===== src/tci_regs.svh =====
// tci_regs.svh: offsets, field positions and bit numbers of the time
// capture and interrupt register block; assumes byte addresses.
`ifndef TCI_REGS_SVH
`define TCI_REGS_SVH
`define TCI_OFS_TIME_REQ 7'h00
`define TCI_OFS_EVENT_REQ 7'h04
`define TCI_OFS_REARM1 7'h08
`define TCI_OFS_REARM2 7'h0c
`define TCI_OFS_CONTROL 7'h10
`define TCI_OFS_HANDSHAKE 7'h14
`define TCI_OFS_INT_ENABLE 7'h18
`define TCI_OFS_INT_PENDING 7'h1c
`define TCI_OFS_STRB_MINOR 7'h20
`define TCI_OFS_STRB_MAJOR 7'h24
`define TCI_OFS_CAP2_MINOR 7'h28
`define TCI_OFS_CAP2_MAJOR 7'h2c
`define TCI_OFS_SW_MINOR 7'h30
`define TCI_OFS_SW_MAJOR 7'h34
`define TCI_OFS_CAP1_MINOR 7'h38
`define TCI_OFS_CAP1_MAJOR 7'h3c
`define TCI_OFS_REARM3 7'h44
`define TCI_OFS_CAP3_MINOR 7'h48
`define TCI_OFS_CAP3_MAJOR 7'h4c
`define TCI_CTL_LOCK1 0
`define TCI_CTL_EVSRC 1
`define TCI_CTL_SENSE1 2
`define TCI_CTL_EN1 3
`define TCI_CTL_STRB_EN 4
`define TCI_CTL_STRB_MINOR_ONLY 5
`define TCI_CTL_LOCK2 8
`define TCI_CTL_SENSE2 9
`define TCI_CTL_EN2 10
`define TCI_CTL_LOCK3 12
`define TCI_CTL_SENSE3 13
`define TCI_CTL_EN3 14
`define TCI_CTL_MASK 32'h0000_77ff
`define TCI_IRQ_EVENT 0
`define TCI_IRQ_PERIODIC 1
`define TCI_IRQ_STROBE 2
`define TCI_IRQ_PPS 3
`define TCI_IRQ_GPS 4
`define TCI_IRQ_EV2 5
`define TCI_IRQ_EV3 6
`define TCI_IRQ_RNG 6:0
`define TCI_USEC_RNG 19:0
`define TCI_HNS_RNG 23:20
`define TCI_STAT_RNG 27:24
`define TCI_DAY8_BIT 28
`define TCI_DAY_RNG 31:24
`define TCI_HOUR_RNG 20:16
`define TCI_MIN_RNG 12:8
`define TCI_SEC_RNG 5:0
`define TCI_STRB_SEC_RNG 21:0
`endif


===== src/tci_pkg.sv =====
// tci_pkg.sv: types shared by the time capture and interrupt block.
// assumes tci_regs.svh for all numeric layout.
package tci_pkg;
	typedef logic [31:0] tci_word_t;
	// capture slots, also the index into the holding register storage
	typedef enum logic [1:0] {
		TCI_CAP_SW,
		TCI_CAP_EV1,
		TCI_CAP_EV2,
		TCI_CAP_EV3
	} tci_cap_e;
endpackage


===== src/tci_time_capture.sv =====
// tci_time_capture.sv: interrupt enable/pending pair, coincidence strobe
// compare and time capture holding registers of the time processor.
// assumes a time base on i_core_clk and a register access port from the
// host bus target, one access per request, read data one cycle later.
`timescale 1ns/1ps
`include "tci_regs.svh"

module tci_time_capture (
	input wire logic i_core_clk,
	input wire logic i_rst_n,
	input wire logic [6:0] i_reg_addr,
	input wire logic i_reg_rd,
	input wire logic i_reg_wr,
	input wire logic [31:0] i_reg_wdata,
	output logic [31:0] o_reg_rdata,
	output logic o_reg_rvalid,
	input wire logic i_time_fmt_binary,
	input wire logic [31:0] i_tb_seconds,
	input wire logic [8:0] i_tb_day,
	input wire logic [4:0] i_tb_hour,
	input wire logic [5:0] i_tb_min,
	input wire logic [5:0] i_tb_sec,
	input wire logic [19:0] i_tb_usec,
	input wire logic [3:0] i_tb_hns,
	input wire logic [3:0] i_tb_status,
	input wire logic i_first_input_capture_major_pin,
	input wire logic i_event2_pin,
	input wire logic i_event3_pin,
	input wire logic i_periodic_pulse,
	input wire logic i_pps_pulse,
	input wire logic i_gps_packet_pulse,
	input wire logic i_int_started,
	output logic o_irq,
	output logic o_strobe
);

	function automatic logic edge_hit(input logic cur, input logic prev,
		input logic falling);
		edge_hit = falling ? (prev & ~cur) : (cur & ~prev);
	endfunction

	function automatic logic acc_hit(input logic [6:0] ofs);
		acc_hit = (i_reg_rd | i_reg_wr) && (i_reg_addr == ofs);
	endfunction

	logic [31:0] ctrl_reg;
	logic [6:0] irq_en_reg;
	logic [6:0] pend_reg;
	logic [19:0] strb_min_reg;
	logic [31:0] strb_maj_reg;
	logic [2:0] ev_meta_reg;
	logic [2:0] ev_sync_reg;
	logic [2:0] ev_prev_reg;
	logic [3:1] lock_reg;
	logic match_prev_reg;
	tci_pkg::tci_word_t cap_min_reg [4];
	tci_pkg::tci_word_t cap_maj_reg [4];

	logic e1_pin_edge;
	logic e2_edge;
	logic e3_edge;
	logic ev1_src;
	logic [3:0] cap_load;
	logic [3:1] cap_by_input;
	logic [3:1] rearm_hit;
	logic [6:0] irq_set;
	logic [6:0] pend_clr;
	logic major_eq;
	logic match_now;
	logic strobe_hit;
	tci_pkg::tci_word_t minor_now;
	tci_pkg::tci_word_t major_now;
	tci_pkg::tci_word_t rd_mux;

	// event pins are asynchronous; only the second and third stages feed logic
	always_ff @(posedge i_core_clk or negedge i_rst_n) begin
		if (!i_rst_n) begin
			ev_meta_reg <= 3'h0;
			ev_sync_reg <= 3'h0;
			ev_prev_reg <= 3'h0;
		end else begin
			ev_meta_reg <= {i_event3_pin, i_event2_pin, i_first_input_capture_major_pin};
			ev_sync_reg <= ev_meta_reg;
			ev_prev_reg <= ev_sync_reg;
		end
	end

	assign e1_pin_edge = edge_hit(ev_sync_reg[0], ev_prev_reg[0],
		ctrl_reg[`TCI_CTL_SENSE1]);
	assign e2_edge = edge_hit(ev_sync_reg[1], ev_prev_reg[1],
		ctrl_reg[`TCI_CTL_SENSE2]);
	assign e3_edge = edge_hit(ev_sync_reg[2], ev_prev_reg[2],
		ctrl_reg[`TCI_CTL_SENSE3]);
	// the periodic source arrives as a pulse, so it needs no edge select
	assign ev1_src = ctrl_reg[`TCI_CTL_EVSRC] ? i_periodic_pulse : e1_pin_edge;

	// current time in register layout; minor is binary in both formats, and outside binary format also carries day bit 8 at TCI_DAY8_BIT
	always_comb begin
		minor_now = 32'h0;
		minor_now[`TCI_USEC_RNG] = i_tb_usec;
		minor_now[`TCI_HNS_RNG] = i_tb_hns;
		minor_now[`TCI_STAT_RNG] = i_tb_status;
		major_now = 32'h0;
		if (i_time_fmt_binary) begin
			major_now = i_tb_seconds;
		end else begin
			minor_now[`TCI_DAY8_BIT] = i_tb_day[8];
			major_now[`TCI_DAY_RNG] = i_tb_day[7:0];
			major_now[`TCI_HOUR_RNG] = i_tb_hour;
			// minute field is five bits wide as laid out
			major_now[`TCI_MIN_RNG] = i_tb_min[4:0];
			major_now[`TCI_SEC_RNG] = i_tb_sec;
		end
	end

	assign rearm_hit = {acc_hit(`TCI_OFS_REARM3), acc_hit(`TCI_OFS_REARM2),
		acc_hit(`TCI_OFS_REARM1)};
	assign cap_by_input[1] = ctrl_reg[`TCI_CTL_EN1] & ev1_src & ~lock_reg[1];
	assign cap_by_input[2] = ctrl_reg[`TCI_CTL_EN2] & e2_edge & ~lock_reg[2];
	assign cap_by_input[3] = ctrl_reg[`TCI_CTL_EN3] & e3_edge & ~lock_reg[3];
	assign cap_load[tci_pkg::TCI_CAP_SW] = acc_hit(`TCI_OFS_TIME_REQ);
	assign cap_load[tci_pkg::TCI_CAP_EV1] = acc_hit(`TCI_OFS_EVENT_REQ)
		| cap_by_input[1];
	assign cap_load[tci_pkg::TCI_CAP_EV2] = cap_by_input[2];
	assign cap_load[tci_pkg::TCI_CAP_EV3] = cap_by_input[3];

	// holding registers carry no reset: software must capture first
	always_ff @(posedge i_core_clk) begin
		for (int i = 0; i < 4; i++) begin
			if (cap_load[i]) begin
				cap_min_reg[i] <= minor_now;
				cap_maj_reg[i] <= major_now;
			end
		end
	end

	// a capture in the same cycle as a release keeps the lock
	always_ff @(posedge i_core_clk or negedge i_rst_n) begin
		if (!i_rst_n) begin
			lock_reg <= 3'h0;
		end else begin
			lock_reg <= (lock_reg & ~rearm_hit) | (cap_by_input & {
				ctrl_reg[`TCI_CTL_LOCK3], ctrl_reg[`TCI_CTL_LOCK2],
				ctrl_reg[`TCI_CTL_LOCK1]});
		end
	end

	// strobe compare at microsecond resolution
	always_comb begin
		if (i_time_fmt_binary) begin
			major_eq = i_tb_seconds[`TCI_STRB_SEC_RNG]
				== strb_maj_reg[`TCI_STRB_SEC_RNG];
		end else begin
			major_eq = (i_tb_hour == strb_maj_reg[`TCI_HOUR_RNG])
				&& (i_tb_min[4:0] == strb_maj_reg[`TCI_MIN_RNG])
				&& (i_tb_sec == strb_maj_reg[`TCI_SEC_RNG]);
		end
	end
	assign match_now = (i_tb_usec == strb_min_reg)
		&& (ctrl_reg[`TCI_CTL_STRB_MINOR_ONLY] || major_eq);
	// the time base holds a microsecond for many cycles; fire once on entry
	assign strobe_hit = match_now & ~match_prev_reg;

	always_ff @(posedge i_core_clk or negedge i_rst_n) begin
		if (!i_rst_n) begin
			match_prev_reg <= 1'b0;
			o_strobe <= 1'b0;
		end else begin
			match_prev_reg <= match_now;
			// gating after the edge detect keeps the status bit live while disabled
			o_strobe <= strobe_hit & ctrl_reg[`TCI_CTL_STRB_EN];
		end
	end

	always_comb begin
		irq_set = 7'h0;
		// only the selected event source counts; the request location never sets it
		irq_set[`TCI_IRQ_EVENT] = ctrl_reg[`TCI_CTL_EN1] & ev1_src;
		irq_set[`TCI_IRQ_PERIODIC] = i_periodic_pulse;
		irq_set[`TCI_IRQ_STROBE] = strobe_hit;
		irq_set[`TCI_IRQ_PPS] = i_pps_pulse;
		irq_set[`TCI_IRQ_GPS] = i_gps_packet_pulse;
		irq_set[`TCI_IRQ_EV2] = ctrl_reg[`TCI_CTL_EN2] & e2_edge;
		irq_set[`TCI_IRQ_EV3] = ctrl_reg[`TCI_CTL_EN3] & e3_edge;
	end
	assign pend_clr = (i_reg_wr && i_reg_addr == `TCI_OFS_INT_PENDING)
		? i_reg_wdata[`TCI_IRQ_RNG] : 7'h0;

	// set beats clear so an event meeting the clear write is kept
	always_ff @(posedge i_core_clk or negedge i_rst_n) begin
		if (!i_rst_n) begin
			pend_reg <= 7'h0;
		end else begin
			pend_reg <= (pend_reg & ~pend_clr) | irq_set;
		end
	end

	always_ff @(posedge i_core_clk or negedge i_rst_n) begin
		if (!i_rst_n) begin
			o_irq <= 1'b0;
		end else begin
			o_irq <= (|(pend_reg & irq_en_reg)) & i_int_started;
		end
	end

	always_ff @(posedge i_core_clk or negedge i_rst_n) begin
		if (!i_rst_n) begin
			ctrl_reg <= 32'h0;
			irq_en_reg <= 7'h0;
			strb_min_reg <= 20'h0;
			strb_maj_reg <= 32'h0;
		end else if (i_reg_wr) begin
			unique case (i_reg_addr)
				`TCI_OFS_CONTROL: begin
					ctrl_reg <= i_reg_wdata & `TCI_CTL_MASK;
				end
				`TCI_OFS_INT_ENABLE: begin
					irq_en_reg <= i_reg_wdata[`TCI_IRQ_RNG];
				end
				`TCI_OFS_STRB_MINOR: begin
					strb_min_reg <= i_reg_wdata[`TCI_USEC_RNG];
				end
				`TCI_OFS_STRB_MAJOR: begin
					strb_maj_reg <= i_reg_wdata;
				end
				default: begin
				end
			endcase
		end
	end

	always_comb begin
		rd_mux = 32'h0;
		unique case (i_reg_addr)
			`TCI_OFS_CONTROL: rd_mux = ctrl_reg;
			`TCI_OFS_INT_ENABLE: rd_mux[`TCI_IRQ_RNG] = irq_en_reg;
			`TCI_OFS_INT_PENDING: rd_mux[`TCI_IRQ_RNG] = pend_reg;
			`TCI_OFS_STRB_MINOR: rd_mux[`TCI_USEC_RNG] = strb_min_reg;
			`TCI_OFS_STRB_MAJOR: rd_mux = strb_maj_reg;
			`TCI_OFS_CAP2_MINOR: rd_mux = cap_min_reg[tci_pkg::TCI_CAP_EV2];
			`TCI_OFS_CAP2_MAJOR: rd_mux = cap_maj_reg[tci_pkg::TCI_CAP_EV2];
			`TCI_OFS_SW_MINOR: rd_mux = cap_min_reg[tci_pkg::TCI_CAP_SW];
			`TCI_OFS_SW_MAJOR: rd_mux = cap_maj_reg[tci_pkg::TCI_CAP_SW];
			`TCI_OFS_CAP1_MINOR: rd_mux = cap_min_reg[tci_pkg::TCI_CAP_EV1];
			`TCI_OFS_CAP1_MAJOR: rd_mux = cap_maj_reg[tci_pkg::TCI_CAP_EV1];
			`TCI_OFS_CAP3_MINOR: rd_mux = cap_min_reg[tci_pkg::TCI_CAP_EV3];
			`TCI_OFS_CAP3_MAJOR: rd_mux = cap_maj_reg[tci_pkg::TCI_CAP_EV3];
			default: rd_mux = 32'h0;
		endcase
	end

	// read data reflects the registers before any capture by this access
	always_ff @(posedge i_core_clk or negedge i_rst_n) begin
		if (!i_rst_n) begin
			o_reg_rdata <= 32'h0;
			o_reg_rvalid <= 1'b0;
		end else begin
			o_reg_rvalid <= i_reg_rd;
			if (i_reg_rd) begin
				o_reg_rdata <= rd_mux;
			end
		end
	end
endmodule


===== config.mk =====
export PLATFORM = sky130hd
export DESIGN_NAME = tci_time_capture
export DESIGN_NICKNAME = d
export VERILOG_FILES = /design/src/tci_pkg.sv /design/src/tci_time_capture.sv
export VERILOG_INCLUDE_DIRS = /design/src
export SDC_FILE = /design/constraint.sdc
export NUM_CORES = 1
export LEC_CHECK = 0
export BUFFER_PORTS_ARGS = -buffer_cell sky130_fd_sc_hd__buf_2
export CAP_MARGIN = 0
export CORE_MARGIN = 3
export CORE_UTILIZATION = 45
export DETAILED_ROUTE_END_ITERATION = 8
export PLACE_DENSITY = 0.6
export SETUP_SLACK_MARGIN = 0.02
export SYNTH_ARGS = -nofsm -noshare
export SYNTH_HDL_FRONTEND = slang
export SYNTH_SLANG_ARGS = --single-unit

===== constraint.sdc =====
create_clock -name i_core_clk -period 12.6 [get_ports i_core_clk]
set_input_delay 1.26 -clock i_core_clk [delete_from_list [all_inputs] [get_ports i_core_clk]]
set_output_delay 1.26 -clock i_core_clk [all_outputs]
set_load 0.02 [all_outputs]

# Word-level counts from Yosys, hierarchy flattened

Memories as Yosys holds them, arrays and structs flattened.
Index checks and enable logic that the tools add are counted.

Magnitude comparators: 0
Reduce and logical (&&, ||, !) cells: 16
Div/mod/pow operators: 0
Eq/ne operators: 22
Bitwise operators: 35
Add/subtract/negate cells: 0
Shifts and indexed selects: 0
Mux-type cells: 25
Multiply operators: 0

Operators by type and width:

| operator           | count |
|---|---|
| $pmux 13 s11       | 1 |
| $pmux 12 s9        | 1 |
| $pmux 7 s13        | 1 |
| $eq 7x6->1 const B | 8 |
| $eq 22x22->1       | 1 |
| $eq 7x5->1 const B | 3 |
| $eq 7x7->1 const B | 3 |
| $eq 20x20->1       | 1 |
| $and 1x1->1        | 15 |
| $and 7x7->7        | 2 |
| $eq 7x4->1 const B | 2 |
| $mux 1             | 14 |
| $eq 5x5->1         | 2 |
| $mux 5             | 2 |
| $not 1->1          | 10 |
| $logic_and 1x1->1  | 9 |
| $mux 8             | 1 |
| $reduce_and 2->1   | 4 |
| $eq 7x3->1 const B | 1 |
| $logic_not 7->1    | 1 |
| $mux 7             | 1 |
| $not 7->7          | 1 |
| $or 7x7->7         | 1 |
| $reduce_or 7->1    | 1 |
| other kinds (9)    | 12 |

Logic and storage cells: 114
Bits in registers: 128
Memory bits (read-only): 0
Memories kept: 2
Bits in latches: 0
Input port bits: 137
Output and inout bits: 35
Memory bits (writable): 244

Memories:

| memory      | depth | width | read ports | clocked after Yosys merged registers in | wr ports | line                   | source |
|---|---|---|---|---|---|---|---|
| cap_maj_reg | 4     | 32    | 4          | 0                                       | 4        | tci_time_capture.sv:57 | `tci_pkg::tci_word_t cap_maj_reg [4];` |
| cap_min_reg | 4     | 29    | 4          | 0                                       | 4        | tci_time_capture.sv:56 | `tci_pkg::tci_word_t cap_min_reg [4];` |

# Longest topological paths before layout

Depth after elaboration: 9
Mapped depth: 8
Depth with buffers taken out: 5

# Worst setup path after synthesis

OpenSTA, ideal clock, no wires.

Path type: input port to flip-flop
Start: input port i_reg_addr[4]
End: memory cap_maj_reg[1][0] (netlist bit) (enable)
Data required time: 12.099 ns
Slack: 6.687 ns
Library setup time: 0.501 ns
Buffers on the path: 3
Data arrival time: 5.412 ns
Cell stages on the path: 5
Cells stage by stage: buf_4 > buf_4 > clkbuf_1 > or4_1 > o22ai_1

RTL lines:

| element     | line                   | source |
|---|---|---|
| from (decl) | tci_time_capture.sv:11 | `input wire logic [6:0] i_reg_addr,` |
| to (decl)   | tci_time_capture.sv:57 |  |

# Worst setup path in the final report

Start: input port i_reg_addr[2]
End: register strb_maj_reg[24]

Longest elaborated chain between the ends: 2

RTL lines:

| element                    | line                    | source |
|---|---|---|
| $eq 7x6->1                 | tci_time_capture.sv:213 | `unique case (i_reg_addr)` |
| $reduce_and 2->1 (no line) | --                      |  |
| to (signal assigned)       | tci_time_capture.sv:224 | `strb_maj_reg <= i_reg_wdata;` |
| to (decl)                  | tci_time_capture.sv:50  | `logic [31:0] strb_maj_reg;` |

No other way between the ends.
A chain may end at the register's enable or synchronous reset.

==> results_dict.tcl <==
set metrics [dict create \
    slew_viol_final 0 \
    async_reset_ff_share_pct 34.4 \
    viasPerCell 6.04 \
    synthCells 1072 \
    root_buffer "clkbuf_16" \
    syn_to_final_growth_pct 17.0 \
    peakVddDrop_mv 0.0797 \
    clock_skew_ns 0.0131 \
    cts_buffers 40 \
    placed_area_sq_um 17400 \
    powerDensity_nw_per_um2 146 \
    yosys-top-cells-area "edfxtp_1 (46%), dfrtp_1 (20%), mux2_2 (5.6%)" \
    antenna_found_initial 3 \
    cts_tree "yes" \
    grt_setup_unrepaired "no" \
    start_kind "primary input" \
    pin_count 172 \
    r2r_cells 6 \
    post_cts_resize_count 0 \
    switchingPower_mw 0.640 \
    grt_pass1_vias 10515 \
    setup-violations-final 0 \
    globalRouteOverflowTotal 0 \
    firstDrtPassIters 6 \
    r2r_start "ctrl_reg[13]$_DFFE_PN0P_" \
    p_comb_share_pct 8.0 \
    cts_setup_buffers 0 \
    max_clock_freq_ghz 0.237 \
    die-height_um 194 \
    path_clk_slew_ns 0.06 \
    routabilityCongestion 0.862 \
    drt_iter0_markers 935 \
    crit_path_start "i_reg_addr[2]" \
    clock_sinks 372 \
    reg2reg_slack_ns 10.00 \
    totalWireLength_mm 49.4 \
    finalPower_mw 2.73 \
    start_util_pct 46.0 \
    core_sq_um 34700 \
    min_period_ns 4.21 \
    critPathRequiredTime_ns 13.01 \
    placement_rows 68 \
    drtAntennaViolNets 0 \
    die-area_sq_um 37700 \
    hold_viol_final 0 \
    synth_top_area_share_pct 45.9 \
    worst_pin_slew_ns 1.10 \
    status "complete, no violations" \
    finish.instance_area_sq_um 18700 \
    clk_path_buf_depth 3 \
    regToRegEndpoint "cap_maj_reg[3][11]$_DFFE_PP_" \
    worstPathArrival_ns 4.62 \
    end_kind "flop" \
    grt_max_degree 88 \
    cp_max_fo 32 \
    finalSetupTns_ns 0 \
    largest_reg_flops 128 \
    max_slew_margin_pct 26.4 \
    syn_avg_cell_area_sq_um 14.9 \
    synth-edff-count 244 \
    fin_crit_sh_pct 33.4 \
    clk_latency_ns 0.53 \
    p_int_mw 2.09 \
    synth_nets 1209 \
    nets 1387 \
    vias 10490 \
    maxCapViolCount 0 \
    p_seq_share_pct 50.3 \
    synth-seq-area-share_pct 66.0 \
    grt_usage_pct 25.9 \
    pwr-share-clk_pct 41.6 \
    power_leakage_nw 7.11 \
    swShare_pct 23.4 \
    synthFlopType "edfxtp_1" \
    ctsHoldBuffers 0 \
    htreeDepth 2 \
    hold_path_class "flop to flop" \
    synth_top_area_cell "edfxtp_1" \
    ys_types 70 \
    remaining_drc_errors 0 \
    io_buffers 170 \
    dpl.hpwl_mm 31.4 \
    grt_pass1_wl_mm 72.1 \
    wl_per_cell_um 28.4 \
    syn_area_sq_um 16000 \
    crit_path_end "strb_maj_reg[24]$_DFFE_PN0P_" \
    synth_warnings 0 \
    die_x_um 194 \
    layout-drive-gt1-share_pct 30.3 \
    ys_ff_latch 372 \
    crit_type "primary input to flop" \
]
==> routing by layer <==
layer	global-route usage, %	up-vias	share of wire [%]
li1	-	4558	-
met1	36.5	5326	42
met2	40.4	497	46
met3	5.58	105	8.8
met4	8.32	4	3.1
met5	0	-	0.047
==> worst max-delay path, stage by stage <==
cell and delay (ns):
buf_2 0.66, or4b_4 0.62, nor3_4 0.82, nand2_4 0.70, mux2_4 0.51
==> final cells by class <==
cell class / count / area (sq um)
clock inverter: 23 / 174
timing repair buffer: 198 / 1070
tap: 455 / 569
sequential: 372 / 10500
fill: 2887 / 16000
multi-input combinational: 631 / 5200
inverter: 7 / 26.3
clock buffer: 49 / 1100
antenna: 1 / 2.50
==> cell usage in the layout (no fill, tap or decap), types with 5 or more instances in the layout <==
cell type  count
nor4_1         5
a21o_1         6
a222oi_1       6
mux2i_1       42
o21ai_0       18
nor2_1        31
nor3_1        15
nand4_1       15
clkinv_1       8
a21oi_1       16
nand2_1       46
a22oi_1       55
a221oi_1      10
o22ai_1        7
inv_1          6
o2bb2ai_1     31
mux2_2        80
clkbuf_1       5
buf_2        168
nand3_1       26
and2_1         9
buf_4         29
mux2_4        30
dfrtp_1      128
o211ai_1       6
edfxtp_1     244
a22o_1        23
clkinv_2       8
xnor2_1       57
nand3b_1      15
clkbuf_16     42
==> logic make-up (layout without fill, tap and decap cells) <==
group / Yosys count / in the layout / synth area share, %
flops: 372 / 372 / 66.0
compound gates: 216 / 216 / 10.4
simple gates: 203 / 203 / 7.07
mux: 154 / 154 / 11.4
buf+inv: 69 / 277 / 1.97
xor+xnor: 58 / 58 / 3.18
other cells: 0 / 1 / 0
==> cells in the mapped netlist, types with 8 or more instances <==
cell	instances
a21oi_1	16
mux2_4	30
buf_2	20
nand3b_1	15
mux2_2	80
a22oi_1	55
nor2_1	33
a221oi_1	10
dfrtp_1	128
mux2i_1	42
and2_1	9
a22o_1	23
xnor2_1	57
o22ai_1	8
o2bb2ai_1	31
edfxtp_1	244
nand2_1	46
nand3_1	27
nor3_1	15
clkbuf_1	32
nand4_1	15
o21ai_0	18
==> stage by stage <==
stage / setup WS (ns) / std cells / hold slack (ns) / utilization, %
detailed placement: 7.88 / 1663 / 0.344 / 50.1
global route: 8.37 / 1736 / 0.359 / 53.8
CTS: 8.43 / 1735 / 0.357 / 53.8
floorplan: 6.69 / 1072 / 0.331 / -
finish: 8.39 / 1736 / 0.351 / 53.8
global placement: 7.92 / 1663 / 0.336 / 50.1
==> how the worst min path moves through the flow <==
stage | startpoint | end | slack, ns | depth (start not counted)
3_3_place_gp | ev_meta_reg[2]$_DFF_PN0_ | ev_sync_reg[2]$_DFF_PN0_ | 0.34 | 0
5_1_grt | ev_meta_reg[0]$_DFF_PN0_ | ev_sync_reg[0]$_DFF_PN0_ | 0.36 | 0
6_report | ev_meta_reg[0]$_DFF_PN0_ | ev_sync_reg[0]$_DFF_PN0_ | 0.35 | 0
3_5_place_dp | ev_meta_reg[1]$_DFF_PN0_ | ev_sync_reg[1]$_DFF_PN0_ | 0.34 | 0
2_1_floorplan | ev_meta_reg[0]$_DFF_PN0_ | ev_sync_reg[0]$_DFF_PN0_ | 0.33 | 0
4_1_cts | ev_meta_reg[1]$_DFF_PN0_ | ev_sync_reg[1]$_DFF_PN0_ | 0.36 | 0
==> power groups by stage <==
stage / Combinational, mW / Sequential (mW) / Clock, mW
after detailed placement: 0.218 / 1.40 / 0
after CTS: 0.219 / 1.37 / 1.16
after global placement: 0.216 / 1.40 / 0
final: 0.220 / 1.38 / 1.14
after floorplan: 0.115 / 1.39 / 0
after global routing: 0.235 / 1.38 / 1.21
No activity file was read; power rests on OpenSTA's default activity.
